## config.mk

```make
export PLATFORM = sky130hd
export DESIGN_NAME = eew_ctrl
export DESIGN_NICKNAME = d
export VERILOG_FILES = /design/src/pkg/eew_pkg.sv /design/src/design/eew_mem.sv /design/src/design/eew_ctrl.sv
export SDC_FILE = /design/constraint.sdc
export NUM_CORES = 1
export LEC_CHECK = 0
export BUFFER_PORTS_ARGS = -buffer_cell sky130_fd_sc_hd__buf_2
export CORE_ASPECT_RATIO = 1.1
export CORE_MARGIN = 2
export CORE_UTILIZATION = 30
export DETAILED_ROUTE_END_ITERATION = 16
export GPL_ROUTABILITY_DRIVEN = 0
export HOLD_SLACK_MARGIN = 0.05
export PLACE_DENSITY = 0.45
export SYNTH_ARGS = -nofsm -noshare
export SYNTH_HDL_FRONTEND = slang
export SYNTH_SLANG_ARGS = --single-unit
```

## constraint.sdc

```tcl
create_clock -name clk -period 5.7 [get_ports clk]
set_clock_uncertainty 0.15 [all_clocks]
set_input_delay 0.57 -clock clk [delete_from_list [all_inputs] [get_ports clk]]
set_output_delay 0.57 -clock clk [all_outputs]
set_load 0.005 [all_outputs]
```

## src/pkg/eew_pkg.sv

```systemverilog
package eew_pkg;
	// control register location and field positions
	localparam logic [7:0] CTRL_OFFSET = 8'hDF;
	localparam logic [7:0] CTRL_RESET  = 8'h00;
	localparam int         STANDBY_BIT = 6;
	localparam int         START_BIT   = 3;
	localparam int         MODE_BIT    = 2;
	localparam int         BUSY_BIT    = 1;
	localparam int         ENABLE_BIT  = 0;

	// array contents
	localparam logic [7:0] ERASED_BYTE = 8'hFF;
	localparam logic [7:0] ABORT_DATA  = 8'h00;
	localparam int         ROW_BYTES   = 8;
	localparam int         LANE_W      = 3;
	localparam int         EE_ADDR_W   = 7;

	// programming time, least time so rounded up
	localparam int CLK_PERIOD_NS = 10;
	localparam int PROG_TIME_NS  = 10000;
	localparam int PROG_CYCLES   = (PROG_TIME_NS + CLK_PERIOD_NS - 1) / CLK_PERIOD_NS;

	typedef struct packed {
		logic       wr;
		logic       rd;
		logic       ee_sel;
		logic [7:0] addr;
		logic [7:0] wdata;
	} eew_req_type;

	typedef enum logic [1:0] {
		ST_IDLE = 2'b01,
		ST_PROG = 2'b10
	} eew_state_type;

	typedef logic [ROW_BYTES-1:0][7:0] eew_row_type;
endpackage : eew_pkg

```

## src/design/eew_mem.sv

```systemverilog
`timescale 1ns/10ps
module eew_mem
	import eew_pkg::*;
#(
	parameter int ADDR_W = EE_ADDR_W
)
(
	input  wire logic                     clk,
	input  wire logic                     rd_en,
	input  wire logic [ADDR_W-1:0]        rd_addr,
	output logic      [7:0]               rd_data,
	input  wire logic                     wr_en,
	input  wire logic [ADDR_W-LANE_W-1:0] wr_row,
	input  wire logic [ROW_BYTES-1:0]     wr_mask,
	input  wire eew_row_type              wr_data
);
	logic [7:0] cells [0:(2**ADDR_W)-1];

	// delivered erased; no reset, contents are nonvolatile
	initial
	begin
		for (int i = 0; i < 2**ADDR_W; i++)
			cells[i] = ERASED_BYTE; // RULE_15
	end

	always_ff @(posedge clk)
	begin
		if (wr_en)
		begin
			for (int i = 0; i < ROW_BYTES; i++)
				if (wr_mask[i])
					cells[{wr_row, i[LANE_W-1:0]}] <= wr_data[i]; // RULE_04
		end
	end

	always_ff @(posedge clk)
	begin
		if (rd_en)
			rd_data <= cells[rd_addr];
	end
endmodule : eew_mem

```

## src/design/eew_ctrl.sv

```systemverilog
`timescale 1ns/10ps
// How it works
// RULE_01: standby bit disables the array, aborts accesses and cuts array power.
// RULE_02: setting start in row mode programs all loaded row bytes together.
// RULE_03: start bit clears itself when programming finishes.
// RULE_04: row bytes not loaded keep their previous contents.
// RULE_05: with row mode set and start clear, up to eight row bytes load.
// RULE_06: a row is address bits down to A3; A2..A0 pick the byte.
// RULE_07: row mode bit clears itself when a row cycle completes.
// RULE_08: clearing row mode before start abandons the cycle, array untouched.
// RULE_09: read-only busy flag is high throughout a programming cycle.
// RULE_10: accesses while busy are aborted; the running cycle still finishes.
// RULE_11: software polls busy before every array read or write.
// RULE_12: without program enable, array writes start no cycle.
// RULE_13: software sets program enable before writing the array.
// RULE_14: software writes the control register as a whole byte only.
// RULE_15: unprogrammed array bytes read FFh.
// RULE_16: setting row mode clears all eight row latches.
// RULE_17: first row access latches the row; other rows are errors.
// RULE_18: start is ignored unless enable and row mode are already set.
// RULE_19: control writes are rejected while busy.
// RULE_20: enabled write outside row mode programs one byte with busy high.
module eew_ctrl
	import eew_pkg::*;
#(
	parameter int ADDR_W = EE_ADDR_W,
	parameter int PROG_CNT = PROG_CYCLES
)
(
	input  wire logic        clk,
	input  wire logic        reset,
	input  wire eew_req_type cpu_req,
	output logic      [7:0]  cpu_rdata,
	output logic             cpu_rvalid,
	output logic             access_error,
	output logic             program_busy_flag,
	output logic             array_standby
);
	localparam int ROW_W = ADDR_W - LANE_W;
	localparam int CNT_W = $clog2(PROG_CNT + 1);
	localparam logic [CNT_W-1:0] CNT_LAST = CNT_W'(PROG_CNT - 1);

	eew_state_type          state_reg;
	logic                   program_enable_reg;
	logic                   row_mode_enable_reg;
	logic                   row_program_start_reg;
	logic                   par_cycle_reg;
	logic                   row_valid_reg;
	logic [ROW_W-1:0]       row_reg;
	logic [ROW_BYTES-1:0]   load_mask_reg;
	eew_row_type            latch_reg;
	logic [CNT_W-1:0]       prog_cnt_reg;
	logic                   rd_pend_reg;
	logic                   rd_ctrl_reg;
	logic                   rd_abort_reg;
	logic [7:0]             ctrl_rd_reg;
	logic [7:0]             mem_rdata;

	logic                   ctrl_wr;
	logic                   ctrl_rd;
	logic                   ee_wr;
	logic                   ee_rd;
	logic                   busy;
	logic                   ctrl_ok;
	logic                   start_ok;
	logic                   byte_ok;
	logic                   load_ok;
	logic                   row_hit;
	logic                   ee_blocked;
	logic                   prog_done;
	logic [ADDR_W-1:0]      ee_addr;
	logic [ROW_W-1:0]       ee_row;
	logic [LANE_W-1:0]      ee_lane;
	logic [7:0]             wd;

	assign wd       = cpu_req.wdata;
	assign ee_addr  = cpu_req.addr[ADDR_W-1:0];
	assign ee_row   = ee_addr[ADDR_W-1:LANE_W]; // RULE_06
	assign ee_lane  = ee_addr[LANE_W-1:0];      // RULE_06
	assign ctrl_wr  = cpu_req.wr && !cpu_req.ee_sel && (cpu_req.addr == CTRL_OFFSET);
	assign ctrl_rd  = cpu_req.rd && !cpu_req.ee_sel && (cpu_req.addr == CTRL_OFFSET);
	assign ee_wr    = cpu_req.wr && cpu_req.ee_sel;
	assign ee_rd    = cpu_req.rd && cpu_req.ee_sel;
	assign busy     = (state_reg == ST_PROG);
	assign prog_done = busy && (prog_cnt_reg == CNT_LAST);
	assign ctrl_ok  = ctrl_wr && !busy; // RULE_19
	// start needs enable and row mode set before this write, and row mode kept
	assign start_ok = ctrl_ok && wd[START_BIT] && wd[MODE_BIT]
		&& program_enable_reg && row_mode_enable_reg; // RULE_18
	assign ee_blocked = array_standby || busy; // RULE_01 RULE_10
	assign row_hit  = !row_valid_reg || (row_reg == ee_row); // RULE_17
	assign load_ok  = ee_wr && !ee_blocked && program_enable_reg
		&& row_mode_enable_reg && !row_program_start_reg && row_hit; // RULE_05
	assign byte_ok  = ee_wr && !ee_blocked && program_enable_reg
		&& !row_mode_enable_reg; // RULE_12 RULE_20

	// sequencer: one programming cycle of fixed length
	always_ff @(posedge clk)
	begin
		if (reset)
			state_reg <= ST_IDLE;
		else
		begin
			unique case (state_reg)
				ST_IDLE:
					if (start_ok || byte_ok)
						state_reg <= ST_PROG; // RULE_02 RULE_20
				ST_PROG:
					if (prog_done)
						state_reg <= ST_IDLE; // RULE_10
			endcase
		end
	end

	always_ff @(posedge clk)
	begin
		if (reset)
			prog_cnt_reg <= '0;
		else if (busy)
			prog_cnt_reg <= prog_done ? '0 : prog_cnt_reg + CNT_W'(1);
		else
			prog_cnt_reg <= '0;
	end

	always_ff @(posedge clk)
	begin
		if (reset)
			program_busy_flag <= CTRL_RESET[BUSY_BIT];
		else if (start_ok || byte_ok)
			program_busy_flag <= 1'b1; // RULE_09
		else if (prog_done)
			program_busy_flag <= 1'b0; // RULE_09
	end

	always_ff @(posedge clk)
	begin
		if (reset)
			par_cycle_reg <= 1'b0;
		else if (start_ok)
			par_cycle_reg <= 1'b1;
		else if (byte_ok)
			par_cycle_reg <= 1'b0;
	end

	// control register fields, all write only except busy
	always_ff @(posedge clk)
	begin
		if (reset)
		begin
			array_standby      <= CTRL_RESET[STANDBY_BIT];
			program_enable_reg <= CTRL_RESET[ENABLE_BIT];
		end
		else if (ctrl_ok)
		begin
			array_standby      <= wd[STANDBY_BIT]; // RULE_01
			program_enable_reg <= wd[ENABLE_BIT];  // RULE_12
		end
	end

	always_ff @(posedge clk)
	begin
		if (reset)
			row_mode_enable_reg <= CTRL_RESET[MODE_BIT];
		else if (prog_done && par_cycle_reg)
			row_mode_enable_reg <= 1'b0; // RULE_07
		else if (ctrl_ok)
			row_mode_enable_reg <= wd[MODE_BIT]; // RULE_08
	end

	always_ff @(posedge clk)
	begin
		if (reset)
			row_program_start_reg <= CTRL_RESET[START_BIT];
		else if (prog_done)
			row_program_start_reg <= 1'b0; // RULE_03
		else if (start_ok)
			row_program_start_reg <= 1'b1; // RULE_02
	end

	// row address latch
	always_ff @(posedge clk)
	begin
		if (reset)
		begin
			row_valid_reg <= 1'b0;
			row_reg       <= '0;
		end
		else if (prog_done || (ctrl_ok && (wd[MODE_BIT] != row_mode_enable_reg)))
			row_valid_reg <= 1'b0; // RULE_08 RULE_16
		else if (load_ok && !row_valid_reg)
		begin
			row_valid_reg <= 1'b1; // RULE_17
			row_reg       <= ee_row;
		end
		else if (byte_ok)
			row_reg <= ee_row; // RULE_20
	end

	// volatile row latches, one per byte lane
	for (genvar i = 0; i < ROW_BYTES; i++)
	begin : g_lane
		logic hit;
		assign hit = (ee_lane == LANE_W'(i));

		always_ff @(posedge clk)
		begin
			if (reset)
			begin
				load_mask_reg[i] <= 1'b0;
				latch_reg[i]     <= ERASED_BYTE;
			end
			else if (prog_done || (ctrl_ok && (wd[MODE_BIT] != row_mode_enable_reg)))
			begin
				// entering or leaving row mode empties the latches
				load_mask_reg[i] <= 1'b0; // RULE_16 RULE_08
				latch_reg[i]     <= ERASED_BYTE;
			end
			else if (byte_ok)
			begin
				load_mask_reg[i] <= hit; // RULE_20
				latch_reg[i]     <= wd;
			end
			else if (load_ok && hit)
			begin
				load_mask_reg[i] <= 1'b1; // RULE_05
				latch_reg[i]     <= wd;
			end
		end
	end

	// array is written only at the end, so an abandoned row never touches it
	eew_mem #(
		.ADDR_W (ADDR_W)
	) eew_mem_inst (
		.clk     (clk),
		.rd_en   (ee_rd && !ee_blocked), // RULE_01
		.rd_addr (ee_addr),
		.rd_data (mem_rdata),
		.wr_en   (prog_done),
		.wr_row  (row_reg),
		.wr_mask (load_mask_reg), // RULE_04
		.wr_data (latch_reg)
	);

	// errors: aborted accesses and row-mode writes outside the latched row
	always_ff @(posedge clk)
	begin
		if (reset)
			access_error <= 1'b0;
		else
			access_error <= ((ee_wr || ee_rd) && ee_blocked) // RULE_10
				|| (ee_wr && !ee_blocked && program_enable_reg
				&& row_mode_enable_reg && !row_hit); // RULE_17
	end

	// read path: two cycles, array read data is registered in the memory
	always_ff @(posedge clk)
	begin
		if (reset)
		begin
			rd_pend_reg  <= 1'b0;
			rd_ctrl_reg  <= 1'b0;
			rd_abort_reg <= 1'b0;
			ctrl_rd_reg  <= CTRL_RESET;
		end
		else
		begin
			rd_pend_reg  <= ctrl_rd || ee_rd;
			rd_ctrl_reg  <= ctrl_rd;
			rd_abort_reg <= ee_rd && ee_blocked;
			// only busy reads back; write-only fields read zero
			ctrl_rd_reg  <= 8'(program_busy_flag) << BUSY_BIT; // RULE_09
		end
	end

	always_ff @(posedge clk)
	begin
		if (reset)
		begin
			cpu_rvalid <= 1'b0;
			cpu_rdata  <= 8'h00;
		end
		else
		begin
			cpu_rvalid <= rd_pend_reg;
			if (rd_ctrl_reg)
				cpu_rdata <= ctrl_rd_reg;
			else if (rd_abort_reg)
				cpu_rdata <= ABORT_DATA; // RULE_01 RULE_10
			else if (rd_pend_reg)
				cpu_rdata <= mem_rdata;
		end
	end

	busy_start_a: assert property (@(posedge clk) disable iff (reset) // RULE_02
		start_ok |=> program_busy_flag && row_program_start_reg)
		else $error("start did not raise busy");
	busy_len_a: assert property (@(posedge clk) disable iff (reset) // RULE_09
		$fell(program_busy_flag) |-> $past(prog_cnt_reg) == CNT_LAST)
		else $error("busy length wrong");
	start_clear_a: assert property (@(posedge clk) disable iff (reset) // RULE_03
		$fell(program_busy_flag) |-> !row_program_start_reg)
		else $error("start not cleared at end");
	mode_clear_a: assert property (@(posedge clk) disable iff (reset) // RULE_07
		$fell(program_busy_flag) && $past(par_cycle_reg) |-> !row_mode_enable_reg)
		else $error("row mode not cleared at end");
	latch_clear_a: assert property (@(posedge clk) disable iff (reset) // RULE_16
		ctrl_ok && wd[MODE_BIT] && !row_mode_enable_reg |=> load_mask_reg == '0)
		else $error("row latches not cleared");
	abandon_a: assert property (@(posedge clk) disable iff (reset) // RULE_08
		ctrl_ok && !wd[MODE_BIT] && row_mode_enable_reg |=> !program_busy_flag
		&& !row_mode_enable_reg && load_mask_reg == '0)
		else $error("abandon failed");
	ctrl_reject_a: assert property (@(posedge clk) disable iff (reset) // RULE_19
		ctrl_wr && busy |=> $stable(program_enable_reg) && $stable(array_standby))
		else $error("control written while busy");
	no_enable_a: assert property (@(posedge clk) disable iff (reset) // RULE_12
		ee_wr && !program_enable_reg && !busy |=> !program_busy_flag)
		else $error("write cycle without enable");
	busy_abort_a: assert property (@(posedge clk) disable iff (reset) // RULE_10
		(ee_wr || ee_rd) && busy && !prog_done |=> access_error && program_busy_flag)
		else $error("busy access not aborted");
	row_miss_a: assert property (@(posedge clk) disable iff (reset) // RULE_17
		load_ok == 1'b0 && ee_wr && row_valid_reg && row_reg != ee_row && !busy
		&& program_enable_reg && row_mode_enable_reg && !array_standby
		|=> access_error && $stable(load_mask_reg))
		else $error("other row not refused");
	start_ignore_a: assert property (@(posedge clk) disable iff (reset) // RULE_18
		ctrl_wr && !busy && wd[START_BIT] && !row_mode_enable_reg
		|=> !program_busy_flag && !row_program_start_reg)
		else $error("start accepted without row mode");
	standby_read_a: assert property (@(posedge clk) disable iff (reset) // RULE_01
		ee_rd && array_standby |-> ##2 cpu_rvalid && cpu_rdata == ABORT_DATA)
		else $error("standby read not blanked");
	byte_prog_a: assert property (@(posedge clk) disable iff (reset) // RULE_20
		byte_ok |=> program_busy_flag && load_mask_reg == (8'h01 << $past(ee_lane)))
		else $error("byte write did not start");
endmodule : eew_ctrl

```

; After elaboration in Yosys (flattened, before gate mapping)
; Memory sizes are Yosys's and may differ from the RTL's. A register that Yosys moved wholly into a read port is not among the register bits.
; Index checks and enable logic that the tools add are counted.
[totals]
reg_bits = 116
ramBits = 1024
in_bits = 21
out_inout_bits = 12
wordCells = 187
memories = 1
[classes]
add_sub_neg = 1
n_eq_ne = 15
mux = 68
n_bitwise = 2
reduce_logical = 66
[memory_table]
columns = name, words, word_bits, read_ports, rd_clocked_by_memory_dff, wr, line_no
row1 = eew_mem_inst.cells, 128, 8, 1, 1, 8, eew_mem.sv:17  ; logic [7:0] cells [0:(2**ADDR_W)-1];
[op_table]
columns = op, n
row1 = 8-bit 2-to-1 mux, 19
row2 = 1-bit 2-to-1 mux, 44
row3 = 1-bit logical AND, 33
row4 = 2-bit nonzero test, 11
row5 = 3-bit == test (second input constant), 4
row6 = 10-bit by 1-bit adder with 10-bit output (second input constant), 1
row7 = 10-bit == test (second input constant), 1
row8 = 8-bit == test (second input constant), 1
row9 = 4-bit 2-to-1 mux, 2
row10 = 1-bit logical NOT, 7
row11 = 1-bit logical OR, 7
row12 = 3-bit by 2-bit == test with 1-bit output (second input constant), 2
row13 = 2-bit OR reduction, 3
row14 = 4-bit == test, 1
row15 = 2-bit 2-to-1 mux, 2
row16 = 2-bit one-hot mux with 2 select lines, 1
row17 = 2-bit AND reduction, 2
row18 = 3-bit by 1-bit == test with 1-bit output (second input constant), 1
row19 = 3-bit logical NOT, 1
row20 = 3-bit nonzero test, 1
row21 = 3-bit OR reduction, 1
row22 = 2-bit by 1-bit == test with 1-bit output (second input constant), 1
row23 = 2-bit == test (second input constant), 1
row24 = 2-bit by 1-bit inequality test with 1-bit output (second input constant), 1
row25 = other kinds (3), 4

; Logic depth before layout (Yosys ltp)
[logic_depth]
ltp_word = 11
depth_mapped = 12
depth_no_buf = 8

; By module
; A second synthesis with hierarchy kept.
[unflattened]
cells_unflattened = 2063
area_unflattened_um2 = 44076.0
[by_module_without_submodules]
columns = module, instances, cells_per_inst, area_each_um2, seq_area_each_um2
row1 = eew_mem, 1, 1619, 39634.3, 30989.7
row2 = eew_ctrl, 1, 444, 4441.8, 2182.1

; Worst setup path after synthesis
; Ideal clock, no wire load.
[synth_path]
path_kind = in2reg
start = input port cpu_req[8] (netlist name)
end = register eew_mem_inst.rd_data[7], read port of eew_mem_inst.cells (data pin)
setup_time_ns = 0.264
arrival_ns = 2.479
required_time_ns = 5.286
slack_ns = 2.806
stages = 8
n_path_buf = 4
path_cell_list = buf_6 buf_6 buf_6 buf_2 mux4_2 mux4_2 a21oi_1 a21oi_1
[synth_rtl]
columns = item, line_no
row1 = "start, declared", eew_ctrl.sv:32  ; input wire eew_req_type cpu_req,
row2 = "end, declared", eew_mem.sv:11  ; output logic [7:0] rd_data,

==> results.toml <==
[place]
hpwl_um = 101300
portBuffers = 32

[logic_synthesis]
synthArstFlopShare_pct = 0
syn_area_per_cell_sq_um = 19.39
synth_area_sq_mm = 0.04417
synth_edf_count = 1032
syn-num-nets = 2300
syn_inst = 2278
yosysWarnings = 0
synth_cell_types = 75
ys_ff_latch = 1141
synth_ff_type = "edfxtp_1"
seq_area_frac_synth_pct = 75.11

[global_routing]
grtUsageTotal_pct = 20.68
grt_pass1_wl_um = 210000
grt_pass1_vias = 23881
grt_start_max_net_pins = 97
grt_overflow = 0
grt_antenna_before_repair = 18

[cells_and_area]
final_cell_mix = "1032 x edfxtp_1, 245 x mux4_2, 197 x nor2_1"
largest_reg_flops = 1024
final_util_pct = 34.69
drive_above_1_share_pct = 23.20
nets = 2433
synthToLayoutAreaGrowth_pct = 14.70
mostFrequentLayoutCell = "edfxtp_1"

[cts]
cts_setup_buffers = 0
cts_hold_buf = 13
clock_sinks = 1141
cts.repair.resized = 0
cts.path.max_buffers = 3
clk_latency_ns = 0.75
root_buffer = "clkbuf_16"
h-tree-depth = 3
path_clk_slew_ns = 0.06
cts_tree = "done"
numCtsBuffers = 117

[hold_path]
min_path_type = "in2reg"

[drt]
wl_met3_um = 14220
wl_per_cell_um = 35.04
met2_length_um = 72420
remaining_drc_errors = 0
ant_nets = 0
finalWirelength_um = 155900
num_vias = 24149
vias_per_cell = 5.427
wl_met1_um = 64200
first_iter_violations = 2943
first_pass_iters = 6
highest_layer = "met5"

[worst_setup_path]
worstSetupPathType = "reg2reg"
crit_fanout = 16
cp_data_required_time_ns = 5.89
cp.arrival_ns = 4.02
cp-end-kind = "flop"
critPathLaunchType = "flop"

[pwr]
power.density_mw_per_mm2 = 340.1
irDropWorstVdd_v = 0.0002295
power_leakage_nw = 15.43

[floorplanning]
rows = 147
initial_core_util_pct = 30.24
dieArea_sq_mm = 0.1503
fp.dieH_um = 406.4
ios = 33
dieWidth_um = 369.8
core_sq_mm = 0.1460

[sta]
max_freq_mhz = 261.0
period_share_pct = 67.22
timing_hold_violations_final = 0
tns_ns = 0
min_period_ns = 3.831
relSlewSlack_pct = 17.05
worstMarginPinSlew_ns = 1.242
grt_setup_unrepaired = "no"
worst_hold_slack_ns = 0.1163
slew_viol_final = 0
setup_violations = 0

[run_status]
outcome = "finished, final reports clean"

[job]
max-cap-violations = 0
power breakdown:
part           switching, mW  leakage [nW]  internal [mW]
combinational          0.430          3.74          0.263
clock                   3.29          1.82           4.25
sequential            0.0123          9.87           8.99
total                   3.73          15.4           13.5
path summary, 6_finish.rpt:
| check | start | endpoint | slack (ns) | depth (start not counted) |
|---|---|---|---|---|
| worst max register to register | prog_cnt_reg[0] | eew_mem_inst.cells[104][7] | 1.87 | 6 |
| worst min-delay path | cpu_req[7] | latch_reg[47] | 0.12 | 3 |
| worst max-delay path | prog_cnt_reg[0] | eew_mem_inst.cells[104][7] | 1.87 | 6 |
| worst min register to register | prog_cnt_reg[0] | prog_cnt_reg[0] | 0.31 | 1 |
cells in the mapped netlist (6+ instances only):
cell	count	share of area (%)
a211oi_1	6	0.10
a21oi_1	84	0.95
a22oi_1	48	0.82
and2_1	6	0.085
buf_1	10	0.085
buf_2	48	0.54
buf_4	21	0.36
buf_6	12	0.31
clkbuf_1	33	0.28
dfxtp_1	109	4.9
edfxtp_1	1032	70
mux2_2	6	0.15
mux2i_1	114	2.6
mux4_2	245	12
nand2_1	43	0.37
nand2b_1	10	0.14
nand3_1	26	0.29
nor2_1	198	1.7
nor2_2	7	0.099
nor2b_1	15	0.21
nor3_1	67	0.76
o211ai_1	8	0.14
o21ai_0	10	0.11
o221ai_1	6	0.12
o22ai_1	14	0.20
xor2_1	8	0.16
critical path, cell delays in order (launching register included):
cell and delay [ns]:
dfxtp_1 0.36, ha_1 0.24, nand3_1 0.12, nor4_1 0.35, and2_1 0.52, nand2_1 0.68, nor2_1 1.01
stage by stage:
stage	total power [mW]	instances	setup WS, ns	cell area, sq um
2_1_floorplan	9.602	2278	2.806	44170
3_3_place_gp	9.866	4216	1.434	46810
3_5_place_dp	9.865	4216	1.467	46810
4_1_cts	17.32	4446	1.834	50650
5_1_grt	17.65	4446	1.576	50650
6_report	17.23	4450	1.869	50660
final cells by class:
| cell class | count | area, sq um |
|---|---|---|
| Timing Repair Buffer | 143 | 1126 |
| Sequential cell | 1141 | 33170 |
| Antenna cell | 4 | 10.01 |
| Clock inverter | 82 | 706.9 |
| Tap cell | 1937 | 2424 |
| Inverter | 6 | 22.52 |
| Fill cell | 13733 | 95380 |
| Clock buffer | 135 | 2995 |
| Multi-Input combinational cell | 1002 | 10200 |
cell families after synthesis:
group / Yosys count / synth area share [%]
compound gates: 208 / 3.062
xor+xnor: 12 / 0.2380
fa+ha+maj: 1 / 0.02832
buf+inv: 135 / 1.839
flops: 1141 / 75.11
mux: 365 / 15.23
simple gates: 416 / 4.496
metal layers:
layer | GRT usage (%) | vias up
met5 | 0 | -
met4 | 6.682 | 2
met3 | 4.170 | 230
met2 | 32.42 | 1392
met1 | 28.81 | 12996
li1 | - | 9529
Note: power is estimated with default switching activity, not from simulation.
